===== config.mk =====
export PLATFORM = sky130hd
export DESIGN_NAME = async_serial_port
export DESIGN_NICKNAME = d
export VERILOG_FILES = /design/src/baud_gen.v /design/src/tx_serializer.v /design/src/async_serial_port.v
export VERILOG_INCLUDE_DIRS = /design/src
export SDC_FILE = /design/constraint.sdc
export NUM_CORES = 1
export LEC_CHECK = 0
export BUFFER_PORTS_ARGS = -buffer_cell sky130_fd_sc_hd__buf_2
export CORE_MARGIN = 4
export CORE_UTILIZATION = 30
export CTS_CLUSTER_DIAMETER = 150
export CTS_CLUSTER_SIZE = 24
export DETAILED_ROUTE_END_ITERATION = 10
export SETUP_SLACK_MARGIN = 0.3
export SLEW_MARGIN = 20
export SYNTH_ARGS = -nofsm -noshare
export SYNTH_HDL_FRONTEND = slang
export SYNTH_SLANG_ARGS = --single-unit

===== constraint.sdc =====
create_clock -name pclk -period 5.5 [get_ports pclk]
set_input_delay 0.275 -clock pclk [delete_from_list [all_inputs] [get_ports pclk]]
set_output_delay 0.275 -clock pclk [all_outputs]
set_load 0.03 [all_outputs]

===== src/uart_regs.vh =====
`ifndef UART_REGS_VH
`define UART_REGS_VH
// Summary of operation
// - The 16x tick runs at the core clock over 2^exponent times 2 times the 16-bit divisor.
// - With the fractional divider on, each tick period is further stretched by M + N/2048.
// - Frames are asynchronous, with word length, stop bits and parity set in line control.
// - An 8-bit transmit holding register takes the next character to be sent.
// - An 8-bit read-only receive buffer returns the most recently received character.
// - The data registers and the low divisor latch share one address, picked by line control bit 7.
// - Interrupt enable bit 3 raises the interrupt while any of modem status bits 3 to 1 is set.
// - Interrupt enable bit 2 raises the interrupt while any of line status bits 4 to 1 is set.
// - Interrupt enable bit 1 raises the interrupt when the transmit buffer empties.
// - Interrupt enable bit 0 raises the interrupt when the receive buffer fills.
// - Twelve registers are visible to software, from transmit data to the fractional divider.
// - Interrupt enable bits 7 to 4 are reserved and never affect the interrupt.

// ==========================================================================
// Register byte addresses.
`define ADDR_DATA 32'hFFFF0700
`define ADDR_IEN 32'hFFFF0704
`define ADDR_IID 32'hFFFF0708
`define ADDR_LCR 32'hFFFF070C
`define ADDR_MCR 32'hFFFF0710
`define ADDR_LSR 32'hFFFF0714
`define ADDR_MSR 32'hFFFF0718
`define ADDR_SCR 32'hFFFF071C
`define ADDR_FRAC 32'hFFFF072C

// ==========================================================================
// Reset values.
`define RST_BYTE 8'h00
`define RST_FRAC 16'h0000

// ==========================================================================
// Line control fields.
`define LCR_WLEN_LO 0
`define LCR_STOP 2
`define LCR_PEN 3
`define LCR_EVEN 4
`define LCR_STICK 5
`define LCR_BREAK 6
`define LCR_DLAB 7

// ==========================================================================
// Fractional divider fields.
`define FRAC_N_HI 10
`define FRAC_M_LO 11
`define FRAC_M_HI 12
`define FRAC_EN 15

// ==========================================================================
// Interrupt status and enable bit positions.
`define IRQ_RXFULL 0
`define IRQ_TXEMPTY 1
`define IRQ_RXSTAT 2
`define IRQ_MODEM 3

// ==========================================================================
// Bit timing on the 16x tick.
`define TICK_LAST 4'hF
`define TICK_MID 4'h7
`endif


===== src/baud_gen.v =====
`include "uart_regs.vh"

// ==========================================================================
// Baud tick generator: power-of-two prescale, divisor, fractional stretch.
module baud_gen (
  input wire pclk,
  input wire presetn,
  input wire [2:0] clock_div_exponent,
  input wire [15:0] divisor_value,
  input wire frac_en,
  input wire [1:0] frac_m,
  input wire [10:0] frac_n,
  output reg tick16
);
  reg [7:0] pre_cnt;
  reg [15:0] div_cnt;
  reg [2:0] unit_cnt;
  reg [10:0] frac_acc;
  wire [8:0] pre_span = 9'h002 << clock_div_exponent;
  wire [7:0] pre_top = pre_span[7:0] - 8'h01;
  wire pre_tick = (pre_cnt == pre_top);
  wire unit_tick = pre_tick && (divisor_value != 16'h0000) && (div_cnt >= divisor_value - 16'h0001);
  wire [11:0] acc_sum = {1'b0, frac_acc} + {1'b0, frac_n};
  // An M of zero still takes one unit, so the divider never stalls.
  wire [2:0] m_units = (frac_m == 2'h0) ? 3'h1 : {1'b0, frac_m};
  wire [2:0] need = frac_en ? (m_units + {2'h0, acc_sum[11]}) : 3'h1;

  // Each unit is 2^exponent*2*divisor clocks; a tick spans one or M+N/2048 units.
  always @(posedge pclk or negedge presetn) begin
    if (!presetn) begin
      pre_cnt <= 8'h00;
      div_cnt <= 16'h0000;
      unit_cnt <= 3'h0;
      frac_acc <= 11'h000;
      tick16 <= 1'b0;
    end else begin
      tick16 <= 1'b0;
      pre_cnt <= pre_tick ? 8'h00 : pre_cnt + 8'h01;
      if (unit_tick) begin
        div_cnt <= 16'h0000;
        if (unit_cnt + 3'h1 >= need) begin
          unit_cnt <= 3'h0;
          tick16 <= 1'b1;
          if (frac_en) begin
            frac_acc <= acc_sum[10:0];
          end
        end else begin
          unit_cnt <= unit_cnt + 3'h1;
        end
      end else if (pre_tick) begin
        div_cnt <= div_cnt + 16'h0001;
      end
    end
  end
endmodule


===== src/tx_serializer.v =====
`include "uart_regs.vh"

// ==========================================================================
// Transmit shifter: sends one assembled frame, sixteen ticks per bit.
module tx_serializer (
  input wire pclk,
  input wire presetn,
  input wire tick16,
  input wire start,
  input wire [7:0] data,
  input wire [1:0] word_len,
  input wire stop_two,
  input wire parity_en,
  input wire parity_bit,
  input wire break_ctl,
  output reg txd,
  output reg busy
);
  reg [11:0] shreg;
  reg [3:0] tcnt;
  reg [3:0] bits_left;
  reg [11:0] frame;
  integer i;
  wire [3:0] len = {2'h0, word_len} + 4'h5;

  // Frame assembly: start, data LSB first, parity, then ones as stop bits.
  always @* begin
    frame = 12'hFFF;
    frame[0] = 1'b0;
    for (i = 0; i < 8; i = i + 1) begin
      if (i < len) begin
        frame[i + 1] = data[i];
      end
    end
    if (parity_en) begin
      frame[len + 4'h1] = parity_bit;
    end
  end

  // Shift out one bit per sixteen ticks until the frame is spent.
  always @(posedge pclk or negedge presetn) begin
    if (!presetn) begin
      shreg <= 12'hFFF;
      tcnt <= 4'h0;
      bits_left <= 4'h0;
      busy <= 1'b0;
      txd <= 1'b1;
    end else begin
      txd <= ~break_ctl & (~busy | shreg[0]);
      if (start && !busy) begin
        shreg <= frame;
        tcnt <= 4'h0;
        bits_left <= len + 4'h2 + {3'h0, parity_en} + {3'h0, stop_two};
        busy <= 1'b1;
      end else if (busy && tick16) begin
        tcnt <= tcnt + 4'h1;
        if (tcnt == `TICK_LAST) begin
          shreg <= {1'b1, shreg[11:1]};
          bits_left <= bits_left - 4'h1;
          if (bits_left == 4'h1) begin
            busy <= 1'b0;
          end
        end
      end
    end
  end
endmodule


===== src/async_serial_port.v =====
// Our own choice: register access over APB.
`include "uart_regs.vh"

// ==========================================================================
// Asynchronous serial port with APB register access.
module async_serial_port (
  input wire pclk,
  input wire presetn,
  input wire psel,
  input wire penable,
  input wire pwrite,
  input wire [31:0] paddr,
  input wire [31:0] pwdata,
  output reg [31:0] prdata,
  output wire pready,
  output wire pslverr,
  input wire [2:0] clock_div_exponent,
  input wire rxd,
  output wire txd,
  input wire cts_n,
  input wire dsr_n,
  input wire ri_n,
  input wire dcd_n,
  output wire rts_n,
  output wire dtr_n,
  output wire irq
);
  localparam [2:0] RX_IDLE = 3'h0;
  localparam [2:0] RX_START = 3'h1;
  localparam [2:0] RX_DATA = 3'h2;
  localparam [2:0] RX_PAR = 3'h3;
  localparam [2:0] RX_STOP = 3'h4;

  // ==========================================================================
  // Register state.
  reg [7:0] tx_holding_reg;
  reg [7:0] rx_buffer_reg;
  reg [7:0] divisor_low_latch;
  reg [7:0] divisor_high_latch;
  reg [7:0] irq_enable_reg;
  reg [3:0] irq_identification_reg;
  reg [7:0] line_control_reg;
  reg [1:0] modem_control_reg;
  reg [7:0] scratch_reg;
  reg [15:0] fractional_divider_reg;
  reg hold_full;
  reg data_ready;
  reg overrun_err;
  reg parity_err;
  reg framing_err;
  reg break_int;
  reg [3:0] modem_delta;
  reg [3:0] modem_prev;

  // ==========================================================================
  // Receiver state.
  reg [2:0] rx_state;
  reg [3:0] rx_tcnt;
  reg [2:0] rx_idx;
  reg [7:0] rx_shift;
  reg rx_par_bad;
  reg rx_done;
  reg rx_done_fe;
  reg rx_done_be;
  reg [7:0] rx_word;
  reg tx_empty_evt;

  wire tick16;
  wire tx_busy;
  wire [7:0] line_status_reg;
  wire [7:0] modem_status_reg;
  wire [3:0] modem_now = {~dcd_n, ~ri_n, ~dsr_n, ~cts_n};
  wire dlab = line_control_reg[`LCR_DLAB];
  wire [1:0] word_len = line_control_reg[1:0];
  wire [7:0] word_mask = 8'hFF >> (2'h3 - word_len);
  wire [2:0] last_idx = {1'b0, word_len} + 3'h4;

  // ==========================================================================
  // APB decode.
  wire setup = psel & ~penable;
  wire access = psel & penable;
  wire wr = access & pwrite;
  wire rd = access & ~pwrite;
  wire hit_data = (paddr == `ADDR_DATA);
  wire hit_ien = (paddr == `ADDR_IEN);
  wire hit_iid = (paddr == `ADDR_IID);
  wire hit_lcr = (paddr == `ADDR_LCR);
  wire hit_mcr = (paddr == `ADDR_MCR);
  wire hit_lsr = (paddr == `ADDR_LSR);
  wire hit_msr = (paddr == `ADDR_MSR);
  wire hit_scr = (paddr == `ADDR_SCR);
  wire hit_frac = (paddr == `ADDR_FRAC);
  wire hit = hit_data | hit_ien | hit_iid | hit_lcr | hit_mcr | hit_lsr | hit_msr | hit_scr |
    hit_frac;

  // The slave never inserts wait states; unmapped addresses answer with an error.
  assign pready = access;
  assign pslverr = access & ~hit;

  // Parity bit for a masked word under the current line settings.
  function par_of;
    input [7:0] d;
    input even;
    input stick;
    begin
      if (stick) begin
        par_of = ~even;
      end else begin
        par_of = even ? (^d) : ~(^d);
      end
    end
  endfunction

  // ==========================================================================
  // Status views: line status bits 4 to 1 are the receive errors.
  assign line_status_reg = {1'b0, ~hold_full & ~tx_busy, ~hold_full, break_int, framing_err,
    parity_err, overrun_err, data_ready};
  assign modem_status_reg = {modem_now, modem_delta};
  assign rts_n = ~modem_control_reg[1];
  assign dtr_n = ~modem_control_reg[0];

  // Reserved enable bits 7 to 4 take no part in the interrupt.
  assign irq = |(irq_identification_reg & irq_enable_reg[3:0]);

  // ==========================================================================
  // Baud tick and transmit shifter.
  baud_gen baud_gen_i (
    .pclk(pclk),
    .presetn(presetn),
    .clock_div_exponent(clock_div_exponent),
    .divisor_value({divisor_high_latch, divisor_low_latch}),
    .frac_en(fractional_divider_reg[`FRAC_EN]),
    .frac_m(fractional_divider_reg[`FRAC_M_HI:`FRAC_M_LO]),
    .frac_n(fractional_divider_reg[`FRAC_N_HI:0]),
    .tick16(tick16)
  );

  // Hand the holding byte to the shifter as soon as the shifter is idle.
  wire tx_start = hold_full & ~tx_busy;

  tx_serializer tx_serializer_i (
    .pclk(pclk),
    .presetn(presetn),
    .tick16(tick16),
    .start(tx_start),
    .data(tx_holding_reg & word_mask),
    .word_len(word_len),
    .stop_two(line_control_reg[`LCR_STOP]),
    .parity_en(line_control_reg[`LCR_PEN]),
    .parity_bit(par_of(tx_holding_reg & word_mask, line_control_reg[`LCR_EVEN],
      line_control_reg[`LCR_STICK])),
    .break_ctl(line_control_reg[`LCR_BREAK]),
    .txd(txd),
    .busy(tx_busy)
  );

  // ==========================================================================
  // Read data is captured in the setup phase so it comes from a flip-flop.
  always @(posedge pclk or negedge presetn) begin
    if (!presetn) begin
      prdata <= 32'h00000000;
    end else if (setup) begin
      prdata <= 32'h00000000;
      if (hit_data) begin
        prdata[7:0] <= dlab ? divisor_low_latch : rx_buffer_reg;
      end else if (hit_ien) begin
        prdata[7:0] <= dlab ? divisor_high_latch : irq_enable_reg;
      end else if (hit_iid) begin
        prdata[3:0] <= irq_identification_reg;
      end else if (hit_lcr) begin
        prdata[7:0] <= line_control_reg;
      end else if (hit_mcr) begin
        prdata[1:0] <= modem_control_reg;
      end else if (hit_lsr) begin
        prdata[7:0] <= line_status_reg;
      end else if (hit_msr) begin
        prdata[7:0] <= modem_status_reg;
      end else if (hit_scr) begin
        prdata[7:0] <= scratch_reg;
      end else if (hit_frac) begin
        prdata[15:0] <= fractional_divider_reg;
      end
    end
  end

  // ==========================================================================
  // Receiver: start bit checked at mid-bit, later bits sampled every 16 ticks.
  always @(posedge pclk or negedge presetn) begin
    if (!presetn) begin
      rx_state <= RX_IDLE;
      rx_tcnt <= 4'h0;
      rx_idx <= 3'h0;
      rx_shift <= 8'h00;
      rx_par_bad <= 1'b0;
      rx_done <= 1'b0;
      rx_done_fe <= 1'b0;
      rx_done_be <= 1'b0;
      rx_word <= 8'h00;
    end else begin
      rx_done <= 1'b0;
      if (tick16) begin
        rx_tcnt <= rx_tcnt + 4'h1;
        case (rx_state)
          RX_IDLE: begin
            rx_tcnt <= 4'h0;
            if (!rxd) begin
              rx_state <= RX_START;
            end
          end
          RX_START: begin
            if (rx_tcnt == `TICK_MID) begin
              rx_tcnt <= 4'h0;
              rx_idx <= 3'h0;
              // A glitch shorter than half a bit is not a start bit.
              rx_state <= rxd ? RX_IDLE : RX_DATA;
            end
          end
          RX_DATA: begin
            if (rx_tcnt == `TICK_LAST) begin
              rx_shift <= {rxd, rx_shift[7:1]};
              rx_idx <= rx_idx + 3'h1;
              if (rx_idx == last_idx) begin
                rx_state <= line_control_reg[`LCR_PEN] ? RX_PAR : RX_STOP;
              end
            end
          end
          RX_PAR: begin
            if (rx_tcnt == `TICK_LAST) begin
              rx_par_bad <= rxd ^ par_of(rx_shift >> (2'h3 - word_len),
                line_control_reg[`LCR_EVEN], line_control_reg[`LCR_STICK]);
              rx_state <= RX_STOP;
            end
          end
          RX_STOP: begin
            if (rx_tcnt == `TICK_LAST) begin
              // Only the first stop bit is checked so the next start is not missed.
              rx_word <= rx_shift >> (2'h3 - word_len);
              rx_done_fe <= ~rxd;
              rx_done_be <= ~rxd & (rx_shift == 8'h00);
              rx_done <= 1'b1;
              rx_state <= RX_IDLE;
            end
          end
          default: begin
            rx_state <= RX_IDLE;
          end
        endcase
      end
      if (rx_state == RX_IDLE && !tick16) begin
        rx_par_bad <= rx_par_bad & ~rx_done;
      end
    end
  end

  // ==========================================================================
  // Register writes, read side effects and flag updates; a hardware set wins
  // over a clear that lands in the same cycle.
  always @(posedge pclk or negedge presetn) begin
    if (!presetn) begin
      tx_holding_reg <= `RST_BYTE;
      rx_buffer_reg <= `RST_BYTE;
      divisor_low_latch <= `RST_BYTE;
      divisor_high_latch <= `RST_BYTE;
      irq_enable_reg <= `RST_BYTE;
      irq_identification_reg <= 4'h0;
      line_control_reg <= `RST_BYTE;
      modem_control_reg <= 2'h0;
      scratch_reg <= `RST_BYTE;
      fractional_divider_reg <= `RST_FRAC;
      hold_full <= 1'b0;
      data_ready <= 1'b0;
      overrun_err <= 1'b0;
      parity_err <= 1'b0;
      framing_err <= 1'b0;
      break_int <= 1'b0;
      modem_delta <= 4'h0;
      modem_prev <= 4'h0;
      tx_empty_evt <= 1'b0;
    end else begin
      modem_prev <= modem_now;
      tx_empty_evt <= tx_start;
      // Software writes.
      if (wr) begin
        if (hit_data && dlab) begin
          divisor_low_latch <= pwdata[7:0];
        end
        if (hit_data && !dlab) begin
          tx_holding_reg <= pwdata[7:0];
        end
        if (hit_ien && dlab) begin
          divisor_high_latch <= pwdata[7:0];
        end
        if (hit_ien && !dlab) begin
          irq_enable_reg <= pwdata[7:0];
        end
        if (hit_iid) begin
          irq_identification_reg <= irq_identification_reg & ~pwdata[3:0];
        end
        if (hit_lcr) begin
          line_control_reg <= pwdata[7:0];
        end
        if (hit_mcr) begin
          modem_control_reg <= pwdata[1:0];
        end
        if (hit_scr) begin
          scratch_reg <= pwdata[7:0];
        end
        if (hit_frac) begin
          fractional_divider_reg <= pwdata[15:0];
        end
      end
      if (tx_start) begin
        hold_full <= 1'b0;
      end
      if (wr && hit_data && !dlab) begin
        hold_full <= 1'b1;
      end
      // Reading receive data clears data ready; reading line or modem status clears its sticky bits.
      if (rd && hit_data && !dlab) begin
        data_ready <= 1'b0;
      end
      if (rd && hit_lsr) begin
        overrun_err <= 1'b0;
        parity_err <= 1'b0;
        framing_err <= 1'b0;
        break_int <= 1'b0;
      end
      if (rd && hit_msr) begin
        modem_delta <= 4'h0;
      end
      // Hardware sets, placed last so they win.
      modem_delta[0] <= (modem_now[0] ^ modem_prev[0]) | (modem_delta[0] & ~(rd && hit_msr));
      modem_delta[1] <= (modem_now[1] ^ modem_prev[1]) | (modem_delta[1] & ~(rd && hit_msr));
      modem_delta[2] <= (~modem_now[2] & modem_prev[2]) | (modem_delta[2] & ~(rd && hit_msr));
      modem_delta[3] <= (modem_now[3] ^ modem_prev[3]) | (modem_delta[3] & ~(rd && hit_msr));
      if (rx_done) begin
        rx_buffer_reg <= rx_word;
        data_ready <= 1'b1;
        overrun_err <= overrun_err | data_ready;
        parity_err <= line_control_reg[`LCR_PEN] & rx_par_bad;
        framing_err <= rx_done_fe;
        break_int <= rx_done_be;
      end
      if (rx_done) begin
        irq_identification_reg[`IRQ_RXFULL] <= 1'b1;
      end
      if (tx_empty_evt) begin
        irq_identification_reg[`IRQ_TXEMPTY] <= 1'b1;
      end
      if (|line_status_reg[4:1]) begin
        irq_identification_reg[`IRQ_RXSTAT] <= 1'b1;
      end
      if (|modem_status_reg[3:1]) begin
        irq_identification_reg[`IRQ_MODEM] <= 1'b1;
      end
    end
  end
endmodule


### After elaboration in Yosys (flattened, before gate mapping)

Index checks and enable logic that the tools add are counted.
Widths: inputs -> output; s select.

| storage, ports and cells | value |
|---|---|
| flip-flop bits (word level) | 200 |
| bits of input ports | 77 |
| output and inout port bits | 38 |
| logic and storage cells | 332 |

| cells by class | value |
|---|---|
| add/subtract/negate cells | 18 |
| $lt $le $gt $ge | 12 |
| eq/ne operators | 25 |
| shifts and indexed selects | 3 |
| multiplexer cells | 109 |
| bitwise logic cells | 56 |
| reduce and logical (&&, ||, !) cells | 67 |

Operators with widths:

| cell | count |
|---|---|
| $eq 32x32->1 const B | 9 |
| $mux 16 | 12 |
| $mux 8 | 21 |
| $mux 12 | 5 |
| $mux 1 | 42 |
| $reduce_bool 2->1 | 19 |
| $mux 4 | 9 |
| $mux 3 | 11 |
| $reduce_and 2->1 | 13 |
| $not 1->1 | 18 |
| $add 16x1->16 const B | 1 |
| $and 1x1->1 | 16 |
| $ge 16x16->1 | 1 |
| $logic_and 1x1->1 | 16 |
| $lt 3x4->1 const A | 4 |
| $reduce_bool 16->1 | 1 |
| $reduce_xor 8->1 | 2 |
| $sub 16x1->16 const B | 1 |
| $pmux 3 s5 | 1 |
| $reduce_and 3->1 | 5 |
| $mux 14 | 1 |
| $or 1x1->1 | 14 |
| $add 11x11->12 | 1 |
| $add 4x1->4 const B | 3 |
| other kinds (44) | 64 |

### Depth between registers and ports, before layout

Gate-level depths: netlist of the first run.

| logic depth | value |
|---|---|
| depth in word-level cells | 25 |
| gate-level depth with buffers | 18 |
| depth with buffers taken out | 18 |

### By module

From an unflattened synthesis of the first run, not the netlist that was laid out.

| unflattened totals | value |
|---|---|
| cells, all modules | 1114 |
| area total of the unflattened synthesis | 11588.6 µm² |

By module, submodules not included:

| module | times used | cells an instance | area each (µm²) | seq. area each (µm²) |
|---|---|---|---|---|
| async_serial_port | 1 | 627 | 6946.7 | 3478.3 |
| baud_gen | 1 | 341 | 3228.1 | 975.9 |
| tx_serializer | 1 | 146 | 1413.9 | 566.8 |

### Worst setup path after synthesis of the first run

No wires, ideal clock.

| timing path | value |
|---|---|
| path kind | register to register |
| from | register baud_gen_i.frac_acc[1] |
| to | register baud_gen_i.frac_acc[1] |
| library setup time | 0.125 ns |
| data arrival time | 3.726 ns |
| data required time | 5.375 ns |
| setup slack | 1.649 ns |
| stages on the path, launching flop included | 19 |
| buffers on the path | 1 |
| period minus slack after synthesis | 3.851 ns |
| cells stage by stage | dfrtp_1 ha_1 a21o_1 a211oi_1 o21ai_0 a31oi_1 o21bai_1 a21o_1 a21o_1 ha_1 nand2b_1 ha_1 nand2b_1 a21oi_1 inv_1 a21oi_1 nand3b_1 buf_4 mux2_2 |

| on the way | value |
|---|---|
| word-level cells in the longest chain between the ends | 5 |

Ends and longest elaborated chain:

| element | line | RTL |
|---|---|---|
| from (decl) | baud_gen.v:18 | `reg [10:0] frac_acc;` |
| from (signal assigned) | baud_gen.v:45 | `frac_acc <= acc_sum[10:0];` |
| $add 11x11->12 (*) | baud_gen.v:23 | `wire [11:0] acc_sum = {1'b0, frac_acc} + {1'b0, frac_n};` |
| $add 3x1->3 | baud_gen.v:26 | `wire [2:0] need = frac_en ? (m_units + {2'h0, acc_sum[11]}) : 3'h1;` |
| $mux 3 | baud_gen.v:26 |  |
| $ge 3x3->1 | baud_gen.v:41 | `if (unit_cnt + 3'h1 >= need) begin` |
| $reduce_and 3->1 (no source line) | - |  |

Every way passes the cells marked *; elsewhere a longest branch is shown, timed or not.
A chain may end at the register's enable or synchronous reset.

### Worst setup path in the final report of the first run

| timing path | value |
|---|---|
| from | register fractional_divider_reg[1] |
| to | register baud_gen_i.frac_acc[3] |

| on the way | value |
|---|---|
| word-level cells in the longest chain between the ends | 5 |

Ends and longest elaborated chain:

| element | line | RTL |
|---|---|---|
| from (decl) | async_serial_port.v:45 | `reg [15:0] fractional_divider_reg;` |
| from (signal assigned) | async_serial_port.v:269 | `` fractional_divider_reg <= `RST_FRAC; `` |
| from (signal assigned) | async_serial_port.v:309 | `fractional_divider_reg <= pwdata[15:0];` |
| $add 11x11->12 (*) | baud_gen.v:23 |  |
| $add 3x1->3 | baud_gen.v:26 |  |
| $mux 3 | baud_gen.v:26 |  |
| $ge 3x3->1 | baud_gen.v:41 |  |
| $reduce_and 3->1 (no source line) | - |  |

Marked as above.

==> results by stage, run 1 <==
Drt:
- The number of detailed-routing iterations run before antenna repair is 7.
- The routed wirelength normalized by instance count is 16.2 um.
- The violation count after the first detailed-route iteration is just over 600.
- The routed layout has roughly 8200 vias.
- After detailed routing, the number of remaining DRC violations is 0.
- The sum of routed wire length over all layers is 26.2 mm.
- In the routed layout, each cell is associated on average with a via count of between 5 and 6.
- The count of antenna-violating nets left after detailed routing is 0.

Power and ir drop:
- The power density relative to cell area is about 240 nW/um2.
- For this design the static power due to leakage is 5.90 nW.
- The worst-case IR drop observed on VDD is around 0.22 mV.
- Power comes to 0.00305 W.

Synth:
- Yosys mapped a number of flops with a built-in enable equal to 0.
- The most used flip-flop cell after synthesis is sky130_fd_sc_hd__dfrtp_1.
- The synthesized design spends more area on one cell type than any other, namely sky130_fd_sc_hd__dfrtp_1.
- The dominant cell by count in the synthesized netlist is sky130_fd_sc_hd__dfrtp_1.
- After synthesis the cells add up to approximately 11000 um2.
- The top-area cell type share of the netlist area is a little over two fifths.
- In this run the mean area of a mapped cell was 10.2 um2.
- The sequential-to-total area share from yosys stat is 45.0%.
- The number of warning messages in the yosys log is 0.
- The unique cell type count in the Yosys netlist is slightly above 70.
- The cell count after synthesis is 1093.
- After synthesis, the cell types taking the most area are sky130_fd_sc_hd__dfrtp_1, sky130_fd_sc_hd__mux2_2, sky130_fd_sc_hd__ha_1, sky130_fd_sc_hd__nand2_1, sky130_fd_sc_hd__xnor2_1.
- The flip-flop and latch count after synthesis is 200.
- The share of async-settable or async-resettable flops after synthesis is 100%.
- By count the netlist is led by sky130_fd_sc_hd__dfrtp_1, sky130_fd_sc_hd__nand2_1, sky130_fd_sc_hd__nor2_1.

Clock tree:
- The buffer depth of the longest clock path is 2.
- The clock latency on the worst-skew pair is around 0.44 ns.
- The clock sink count is 200.
- The number of H-tree levels is 4.
- The tree is rooted in a sky130_fd_sc_hd__clkbuf_16.
- The number of buffers added by the clock tree synthesis step is 17.
- After clock tree synthesis, the setup repair step added 0 buffers.
- After clock tree synthesis, the clock-pin slew on the worst setup and hold paths is 0.07 ns.
- In this run, post-CTS repair resized a total of 0 instances.
- TritonCTS built the clock tree.

Run status:
- The run finished with clean final reports.

STA:
- The setup TNS after final layout is 0 ns.
- Across all hold checks on the routed design, the worst slack comes to about 0.022 ns.
- The worst-case clock skew is between 0.01 and 0.015 ns.
- Setup repair after global routing left no endpoint under its margin.
- Setup violations remaining at the end of the flow were counted as 0.
- Setup slack on the critical path of the routed design comes to roughly 1.1 ns.
- Headroom to the max-slew limit came out at about a third.
- The transition at the pin with the smallest max-transition slack is about 1.0 ns.
- After layout, the worst path uses between 80 and 90% of the clock period.
- Static timing analysis puts the maximum clock frequency at roughly 230 MHz.
- The count of endpoints failing hold in the final timing report is 0.
- The final number of max-transition violations is 0.
- The smallest clock period supported by the final layout is computed as roughly 4.4 ns.

Final layout:
- Registers take ~5000 um2.
- After filler insertion, the fill cell instance count of the layout stands at around 3700.
- Of the cells placed in the final design, the portion with a size suffix greater than 1 is approximately 18%.
- The layout overhead on the synthesized area is 11.7%.
- The net count of the finished layout is about 1300.
- Summing all multi-input logic gate instances after layout gives between 5000 and 6000 um2.
- Once layout is complete, the cells apart from fillers number ~1600.
- The number of antenna diodes in the final layout is 0.

Placed design:
- In this run, placement finished with an instance count of between 1500 and 2000.
- The number of buffers added on ports is 82.
- Routability-driven placement finished with a final weighted congestion of between 0.8 and 0.9.
- OpenSTA, run right after detailed placement, puts the worst setup slack at ~1.0 ns.
- After legalization and detailed placement, the total HPWL measured around 19 mm.

Setup path:
- The worst setup path is launched from a flop.
- Counting both buffers and inverters, the worst setup path holds a total of 1.
- The data arrival at the endpoint of the critical path is between 4 and 5 ns.
- Of all nets on the critical path, the largest fanout is 11.
- In this design, the largest share of critical-path delay is due to compound AO/OA/AOI/OAI gates.
- The critical path goes through ha_1 -> a21o_1 -> a211oi_1 -> o21ai_0 -> a31oi_1 -> o21bai_1 -> a21o_1 -> a21o_1 -> ha_1 -> nand2b_1 -> ha_1 -> nand2b_1 -> a21oi_1 -> inv_1 -> a21oi_1 -> nand3b_1 -> mux2_2.
- STA classifies the critical path endpoint as a flop.
- Data on the critical path is required at its endpoint by 5.82 ns.
- The maximum single-stage delay on the critical path is 0.52 ns.
- The type of the worst setup path is flop to flop.
- The slowest cell on the critical path is sky130_fd_sc_hd__nand3b_1.

Floorplanning:
- Measured along the x axis, the die boundary spans 201 um.
- The floorplan die height is 201 um.
- In this run the count of I/O pins placed on the die edge is ~120.
- The area enclosed by the die boundary is 40400 um2.
- Once the floorplan was initialized, standard cells occupied between 30% and 40% of the core.
- After floorplanning, the core was sized to cover 36700 um2.
- The site row count is 70.

Global route:
- After global routing the overflow that remains totals 0.
- The maximum number of pins on one net before global-route repair is around 180.
- Global routing used 13.2% of the available tracks.
- The first global-routing pass estimated 43.9 mm of wire.
- The number of antenna violations at the first check in global routing was 0.
- The number of global-route vias before repair is just over 8000.

Hold path:
- The type of the most critical hold path is input pin to flop.

Job:
- Max-cap violations in this run came to 0.
## area by class of cell
class	instances	share of cell area [%]
Clock inverter	13	0.983
Tap cell	468	4.70
Clock buffer	19	3.47
Multi-Input combinational cell	800	45.8
Sequential cell	200	40.3
Inverter	35	1.05
Timing Repair Buffer	86	3.72
## placed cells by master (no fill, tap or decap), types with 7 or more instances in the layout
master / netlist / final
sky130_fd_sc_hd__buf_2: 3 / 81
sky130_fd_sc_hd__nand2b_1: 14 / 14
sky130_fd_sc_hd__a221o_1: 7 / 7
sky130_fd_sc_hd__mux2_1: 26 / 26
sky130_fd_sc_hd__ha_1: 50 / 50
sky130_fd_sc_hd__mux2i_1: 27 / 27
sky130_fd_sc_hd__mux2_2: 68 / 68
sky130_fd_sc_hd__dfrtp_1: 187 / 187
sky130_fd_sc_hd__a22o_1: 9 / 9
sky130_fd_sc_hd__nand4_1: 15 / 15
sky130_fd_sc_hd__xor2_1: 28 / 28
sky130_fd_sc_hd__nor2_1: 69 / 69
sky130_fd_sc_hd__a21oi_1: 45 / 45
sky130_fd_sc_hd__nor3_1: 25 / 25
sky130_fd_sc_hd__nand2_1: 113 / 113
sky130_fd_sc_hd__dfstp_2: 13 / 13
sky130_fd_sc_hd__and3_1: 12 / 12
sky130_fd_sc_hd__o21ai_0: 44 / 44
sky130_fd_sc_hd__a211oi_1: 11 / 11
sky130_fd_sc_hd__inv_1: 35 / 35
sky130_fd_sc_hd__conb_1: 1 / 16
sky130_fd_sc_hd__nor2b_1: 13 / 12
sky130_fd_sc_hd__xnor2_1: 46 / 46
sky130_fd_sc_hd__nand3_1: 31 / 31
sky130_fd_sc_hd__nor4_1: 13 / 13
sky130_fd_sc_hd__a31oi_1: 10 / 10
sky130_fd_sc_hd__a21o_1: 12 / 12
sky130_fd_sc_hd__clkbuf_16: 0 / 17
## worst reg2reg max path, cell delays in order, from the launching register on
cell                       delay (ns)
sky130_fd_sc_hd__dfrtp_1         0.45
sky130_fd_sc_hd__ha_1            0.29
sky130_fd_sc_hd__a21o_1          0.19
sky130_fd_sc_hd__a211oi_1        0.29
sky130_fd_sc_hd__o21ai_0         0.17
sky130_fd_sc_hd__a31oi_1         0.19
sky130_fd_sc_hd__o21bai_1        0.11
sky130_fd_sc_hd__a21o_1          0.19
sky130_fd_sc_hd__a21o_1          0.17
sky130_fd_sc_hd__ha_1            0.27
sky130_fd_sc_hd__nand2b_1        0.14
sky130_fd_sc_hd__ha_1            0.26
sky130_fd_sc_hd__nand2b_1        0.14
sky130_fd_sc_hd__a21oi_1         0.14
sky130_fd_sc_hd__inv_1           0.06
sky130_fd_sc_hd__a21oi_1         0.29
sky130_fd_sc_hd__nand3b_1        0.52
sky130_fd_sc_hd__mux2_2          0.41
## cell families (layout without fill, tap and decap cells)
family                   Yosys count  count (layout)  synth area share, %
other                              1              16               0.0336
AO/OA/AOI/OAI                    197             197                 11.9
flip-flops                       200             200                 45.0
adder cells (fa/ha/maj)           52              52                 5.96
multiplexers                     121             121                 11.9
XOR/XNOR                          75              75                 6.01
AND/OR/NAND/NOR                  339             339                 14.8
buffers and inverters            108             153                 4.37
## stage by stage
step | instance area [um2] | utilization [%]
2_1_floorplan | 11200 | -
3_3_place_gp | 11900 | 32.4
3_5_place_dp | 11900 | 32.4
4_1_cts | 12500 | 34.0
5_1_grt | 12500 | 34.0
6_report | 12500 | 34.0
## power by group
part | internal [W] | leakage (nW) | switching, W
logic | 0.0000968 | 3.03 | 0.000168
registers | 0.00151 | 2.60 | 0.0000519
clock network | 0.000631 | 0.266 | 0.000593
total | 0.00224 | 5.90 | 0.000813
## final timing paths
path	start	endpoint	slack, ns	cells past startpoint
min in group asynchronous	presetn	rx_shift[2]	0.28	2
min	cts_n	modem_prev[0]	0.02	2
max	fractional_divider_reg[1]	baud_gen_i.frac_acc[3]	1.09	17
max reg2reg	fractional_divider_reg[1]	baud_gen_i.frac_acc[3]	1.09	17
min reg2reg	tx_empty_evt	irq_identification_reg[1]	0.45	1
max in group asynchronous	presetn	fractional_divider_reg[8]	4.01	3
## repair_timing
item / CTS / global route
setup endpoints to repair: 0 / 0
hold buffers: 1 / 0
hold endpoints to repair: 26 / 0
## metal layers
layer,part of all wire (%),vias up,global-route usage [%],wire length (um)
met5,0,-,0,0
met4,1.4,0,3.12,376
met3,4.0,26,2.68,1050
met2,46,146,20.5,12100
met1,48,4055,18.8,12700
li1,-,3974,-,-
No activity file was read; power rests on OpenSTA's default activity.
==> run 2: changes to the inputs <==
- clock period: 5.5 -> 4.3 ns (I/O delays scaled with it)
==> results by stage, run 2 (same netlist as run 1, synthesis figures left out) <==
Setup path:
- Critical Path, Cell by Cell: ha_4 -> a21o_1 -> a211oi_2 -> o21ai_1 -> a31oi_1 -> o21bai_1 -> a21o_1 -> a21o_1 -> ha_1 -> nand2b_1 -> ha_1 -> nand2b_4 -> a21oi_2 -> inv_1 -> a21oi_2 -> nand3b_1 -> buf_6 -> mux2_2 (was ha_1 -> a21o_1 -> a211oi_1 -> o21ai_0 -> a31oi_1 -> o21bai_1 -> a21o_1 -> a21o_1 -> ha_1 -> nand2b_1 -> ha_1 -> nand2b_1 -> a21oi_1 -> inv_1 -> a21oi_1 -> nand3b_1 -> mux2_2).
- The data required time of the worst path is 4.62 ns (was 5.82 ns).
- The slowest cell on the critical path is sky130_fd_sc_hd__dfrtp_2 (was sky130_fd_sc_hd__nand3b_1).
- The start of the worst register-to-register path is fractional_divider_reg[1] (unchanged).
- The family with the most delay on the worst path is compound AO/OA/AOI/OAI gates (unchanged).
- The reg-to-reg critical path endpoint is baud_gen_i.frac_acc[1] (was baud_gen_i.frac_acc[3]).
- The type of the worst setup path is flop to flop (unchanged).
- The number of buffers and inverters on the critical path is 2 (was 1).
- The maximum single-stage delay on the critical path is 0.44 ns (was 0.52 ns).
- The reg-to-reg setup timing slack is 0.48 ns (was 1.09 ns).
- The largest driver fanout on the critical path was 6 (was 11).
- The cell repeated most along the worst path is sky130_fd_sc_hd__a21o_1.
- The endpoint type of the worst setup path was a flop (unchanged).
- The nature of the critical path startpoint is a flop (unchanged).
- The data arrival at the endpoint of the critical path was 4.14 ns (was 4.73 ns).
- The worst reg-to-reg path cell count is 18 (was 17).

Power and ir drop:
- The power density relative to cell area is 307 nW/um2 (was 245 nW/um2).
- The power consumption is 0.00392 W (was 0.00305 W).
- The switching share of power is 26.3% (was 26.6%).
- The combinational share of power came to 9.0% (was 8.7%).
- The worst-case vdd ir drop is 0.285 mV (was 0.219 mV).
- The relative contribution of sequential cells to total power is 51.0% (was 51.2%).
- The leakage component of the power is 6.04 nW (was 5.90 nW).
- The internal power was 0.00289 W (was 0.00224 W).
- The net switching power figure is 0.00103 W (was 0.000813 W).
- The clock network fraction of design power is 40.0% (was 40.1%).

Hold path:
- The type of the most critical hold path is input pin to flop (unchanged).
- The start point of the worst min-delay path was rxd (was cts_n).
- The endpoint with the worst hold slack was rx_done_fe (was modem_prev[0]).
- The worst hold path depth came to 2 (unchanged).

STA:
- The count of endpoints failing hold in the final timing report was 0 (unchanged).
- The final number of max-transition violations was 0 (unchanged).
- The worst hold slack after final layout is 0.121 ns (was 0.0221 ns).
- The shortest clock period the worst path allows after layout is 3.82 ns (was 4.41 ns).
- The worst-case clock skew is 0.0127 ns (was 0.0112 ns).
- The post-layout worst setup margin is 0.482 ns (was 1.09 ns).
- The setup TNS after final layout came to 0 ns (unchanged).
- The maximum clock rate is 262 MHz (was 227 MHz).
- The final count of negative-setup-slack endpoints came to 0 (unchanged).
- RSZ-0062 raised after global routing: true (was false).
- The worst slew margin relative to its limit is 31.1% (was 31.5%).
- The ratio of final minimum period to clock period is 88.8% (was 80.2%).
- The transition at the pin with the smallest max-transition slack is 1.03 ns (about the same).

Placed design:
- The number of buffers added on ports is 82 (unchanged).
- The worst slack at placement is 0.222 ns (was 1.05 ns).
- The HPWL reported at the end of detailed placement is 19.0 mm (about the same).
- The final estimated routing congestion in global placement was 0.827 (was 0.852).
- The total cell area at the placement stage is 12000 um2 (was 11900 um2).

Clock tree:
- The clock latency on the worst-skew pair is 0.44 ns (about the same).
- The clock root buffer master is sky130_fd_sc_hd__clkbuf_16 (unchanged).
- The number of H-tree levels came to 4 (unchanged).
- The buffer depth of the longest clock path came to 2 (unchanged).
- The CTS tree is done (unchanged).
- The number of buffers added by the clock tree synthesis step is 17 (unchanged).
- The clock slew at the register clock pins of the worst setup and hold paths is 0.07 ns (about the same).
- The clock sink count was 200 (unchanged).

Drt:
- The routed wirelength normalized by instance count is 16.2 um (about the same).
- The total number of vias came to 8348 (was 8201).
- The sum of routed wire length over all layers is 26.7 mm (was 26.2 mm).
- The average via count per standard cell is 5.08 (was 5.06).
- The violation count after the first detailed-route iteration is 665 (was 606).
- The number of detailed-routing iterations run before antenna repair is 5 (was 7).
- The count of antenna-violating nets left after detailed routing is 0 (unchanged).
- The number of DRC violations after detailed routing came to 0 (unchanged).

Final layout:
- Commonest cells after routing, fill and taps aside: sky130_fd_sc_hd__dfrtp_1, sky130_fd_sc_hd__nand2_1, sky130_fd_sc_hd__buf_2 (unchanged).
- The commonest non-fill, non-tap cell in the layout is sky130_fd_sc_hd__dfrtp_1 (unchanged).
- The number of filler instances in the final layout is 3686 (was 3669).
- The antenna cell count came to 0 (unchanged).
- The fraction of layout instances using a drive strength above 1 is 19.6% (was 18.5%).
- The cell area after layout is 12700 um2 (was 12500 um2).
- The layout overhead on the synthesized area was 14.1% (was 11.7%).
- The number of nets in the finished design was 1293 (was 1269).

Floorplanning:
- The area of the placeable core is 36700 um2 (unchanged).
- The number of ports placed on the die boundary is 115 (unchanged).
- The floorplan die height is 201 um (unchanged).
- The floorplan die width is 201 um (unchanged).
- The site row count is 70 (unchanged).
- The area enclosed by the die boundary is 40400 um2 (unchanged).
- The initial cell density of the core is 30.4% (unchanged).

Run status:
- Outcome: completed (unchanged).

Global route:
- The global-route wire length before repair is 44.0 mm (was 43.9 mm).
- The number of global-route vias before repair is 8168 (was 8114).
- The remaining global-route overflow came to 0 (unchanged).
- The number of antenna violations at the first check in global routing is 1 (was 0).
- The maximum number of pins on one net before global-route repair is 114 (was 175).
- The total routing usage reported by global routing was 13.2% (about the same).

Job:
- The max-cap check violation count is 0 (unchanged).
[run 2: area by class of cell]
cell class | instances | area [um2] | share of cell area [%]
multi-input combinational | 800 | 5760 | 45.2
sequential | 200 | 5020 | 39.4
timing repair buffer | 110 | 682 | 5.35
tap | 468 | 586 | 4.60
clock buffer | 19 | 443 | 3.48
inverter | 35 | 131 | 1.03
clock inverter | 12 | 120 | 0.943
[run 2: metal layers]
metal	global-route usage, %	routed length [um]	vias up
met1	18.7	12600	4160
met2	21.0	12600	155
met4	2.58	269	0
met3	2.67	1220	26
li1	-	-	4007
met5	0	0	-
[run 2: worst reg2reg max path, cell delays in order, from the launching register on]
cell                       delay, ns
sky130_fd_sc_hd__dfrtp_2        0.44
sky130_fd_sc_hd__ha_4           0.24
sky130_fd_sc_hd__a21o_1         0.17
sky130_fd_sc_hd__a211oi_2       0.22
sky130_fd_sc_hd__o21ai_1        0.11
sky130_fd_sc_hd__a31oi_1        0.17
sky130_fd_sc_hd__o21bai_1       0.12
sky130_fd_sc_hd__a21o_1         0.17
sky130_fd_sc_hd__a21o_1         0.17
sky130_fd_sc_hd__ha_1           0.27
sky130_fd_sc_hd__nand2b_1       0.14
sky130_fd_sc_hd__ha_1           0.30
sky130_fd_sc_hd__nand2b_4       0.14
sky130_fd_sc_hd__a21oi_2        0.13
sky130_fd_sc_hd__inv_1          0.07
sky130_fd_sc_hd__a21oi_2        0.15
sky130_fd_sc_hd__nand3b_1       0.19
sky130_fd_sc_hd__buf_6          0.16
sky130_fd_sc_hd__mux2_2         0.34
[run 2: repair_timing]
item,4_1_cts,5_1_grt
setup buffers,0,5
endpoints found under the hold margin,113,0
pin swaps,0,9
endpoints found under the setup margin,10,12
hold buffers,13,0
gates resized for setup,3,10
gates cloned,0,1
[run 2: metrics by stage]
stage               util, %  instances
global route           34.7       1644
CTS                    34.5       1638
finish                 34.7       1644
global placement       32.6       1594
floorplan                 -       1108
detailed placement     32.6       1594
[run 2: worst max-delay path by stage]
stage | from | cells after the start | slack [ns] | to
6_report | fractional_divider_reg[1] | 18 | 0.48 | baud_gen_i.frac_acc[1]
2_1_floorplan | baud_gen_i.frac_acc[1] | 18 | 0.45 | baud_gen_i.frac_acc[1]
3_3_place_gp | fractional_divider_reg[1] | 18 | 0.30 | baud_gen_i.frac_acc[2]
5_1_grt | fractional_divider_reg[1] | 18 | 0.23 | baud_gen_i.frac_acc[0]
3_5_place_dp | fractional_divider_reg[1] | 18 | 0.22 | baud_gen_i.frac_acc[9]
4_1_cts | fractional_divider_reg[1] | 18 | 0.31 | baud_gen_i.frac_acc[9]
[run 2: power groups by stage]
stage                     Combinational, W  Clock (W)  Sequential (W)
after floorplan                   0.000205          0         0.00203
after global placement            0.000336          0         0.00203
after detailed placement          0.000343          0         0.00203
after CTS                         0.000354    0.00161         0.00200
after global routing              0.000397    0.00169         0.00201
final                             0.000351    0.00157         0.00200
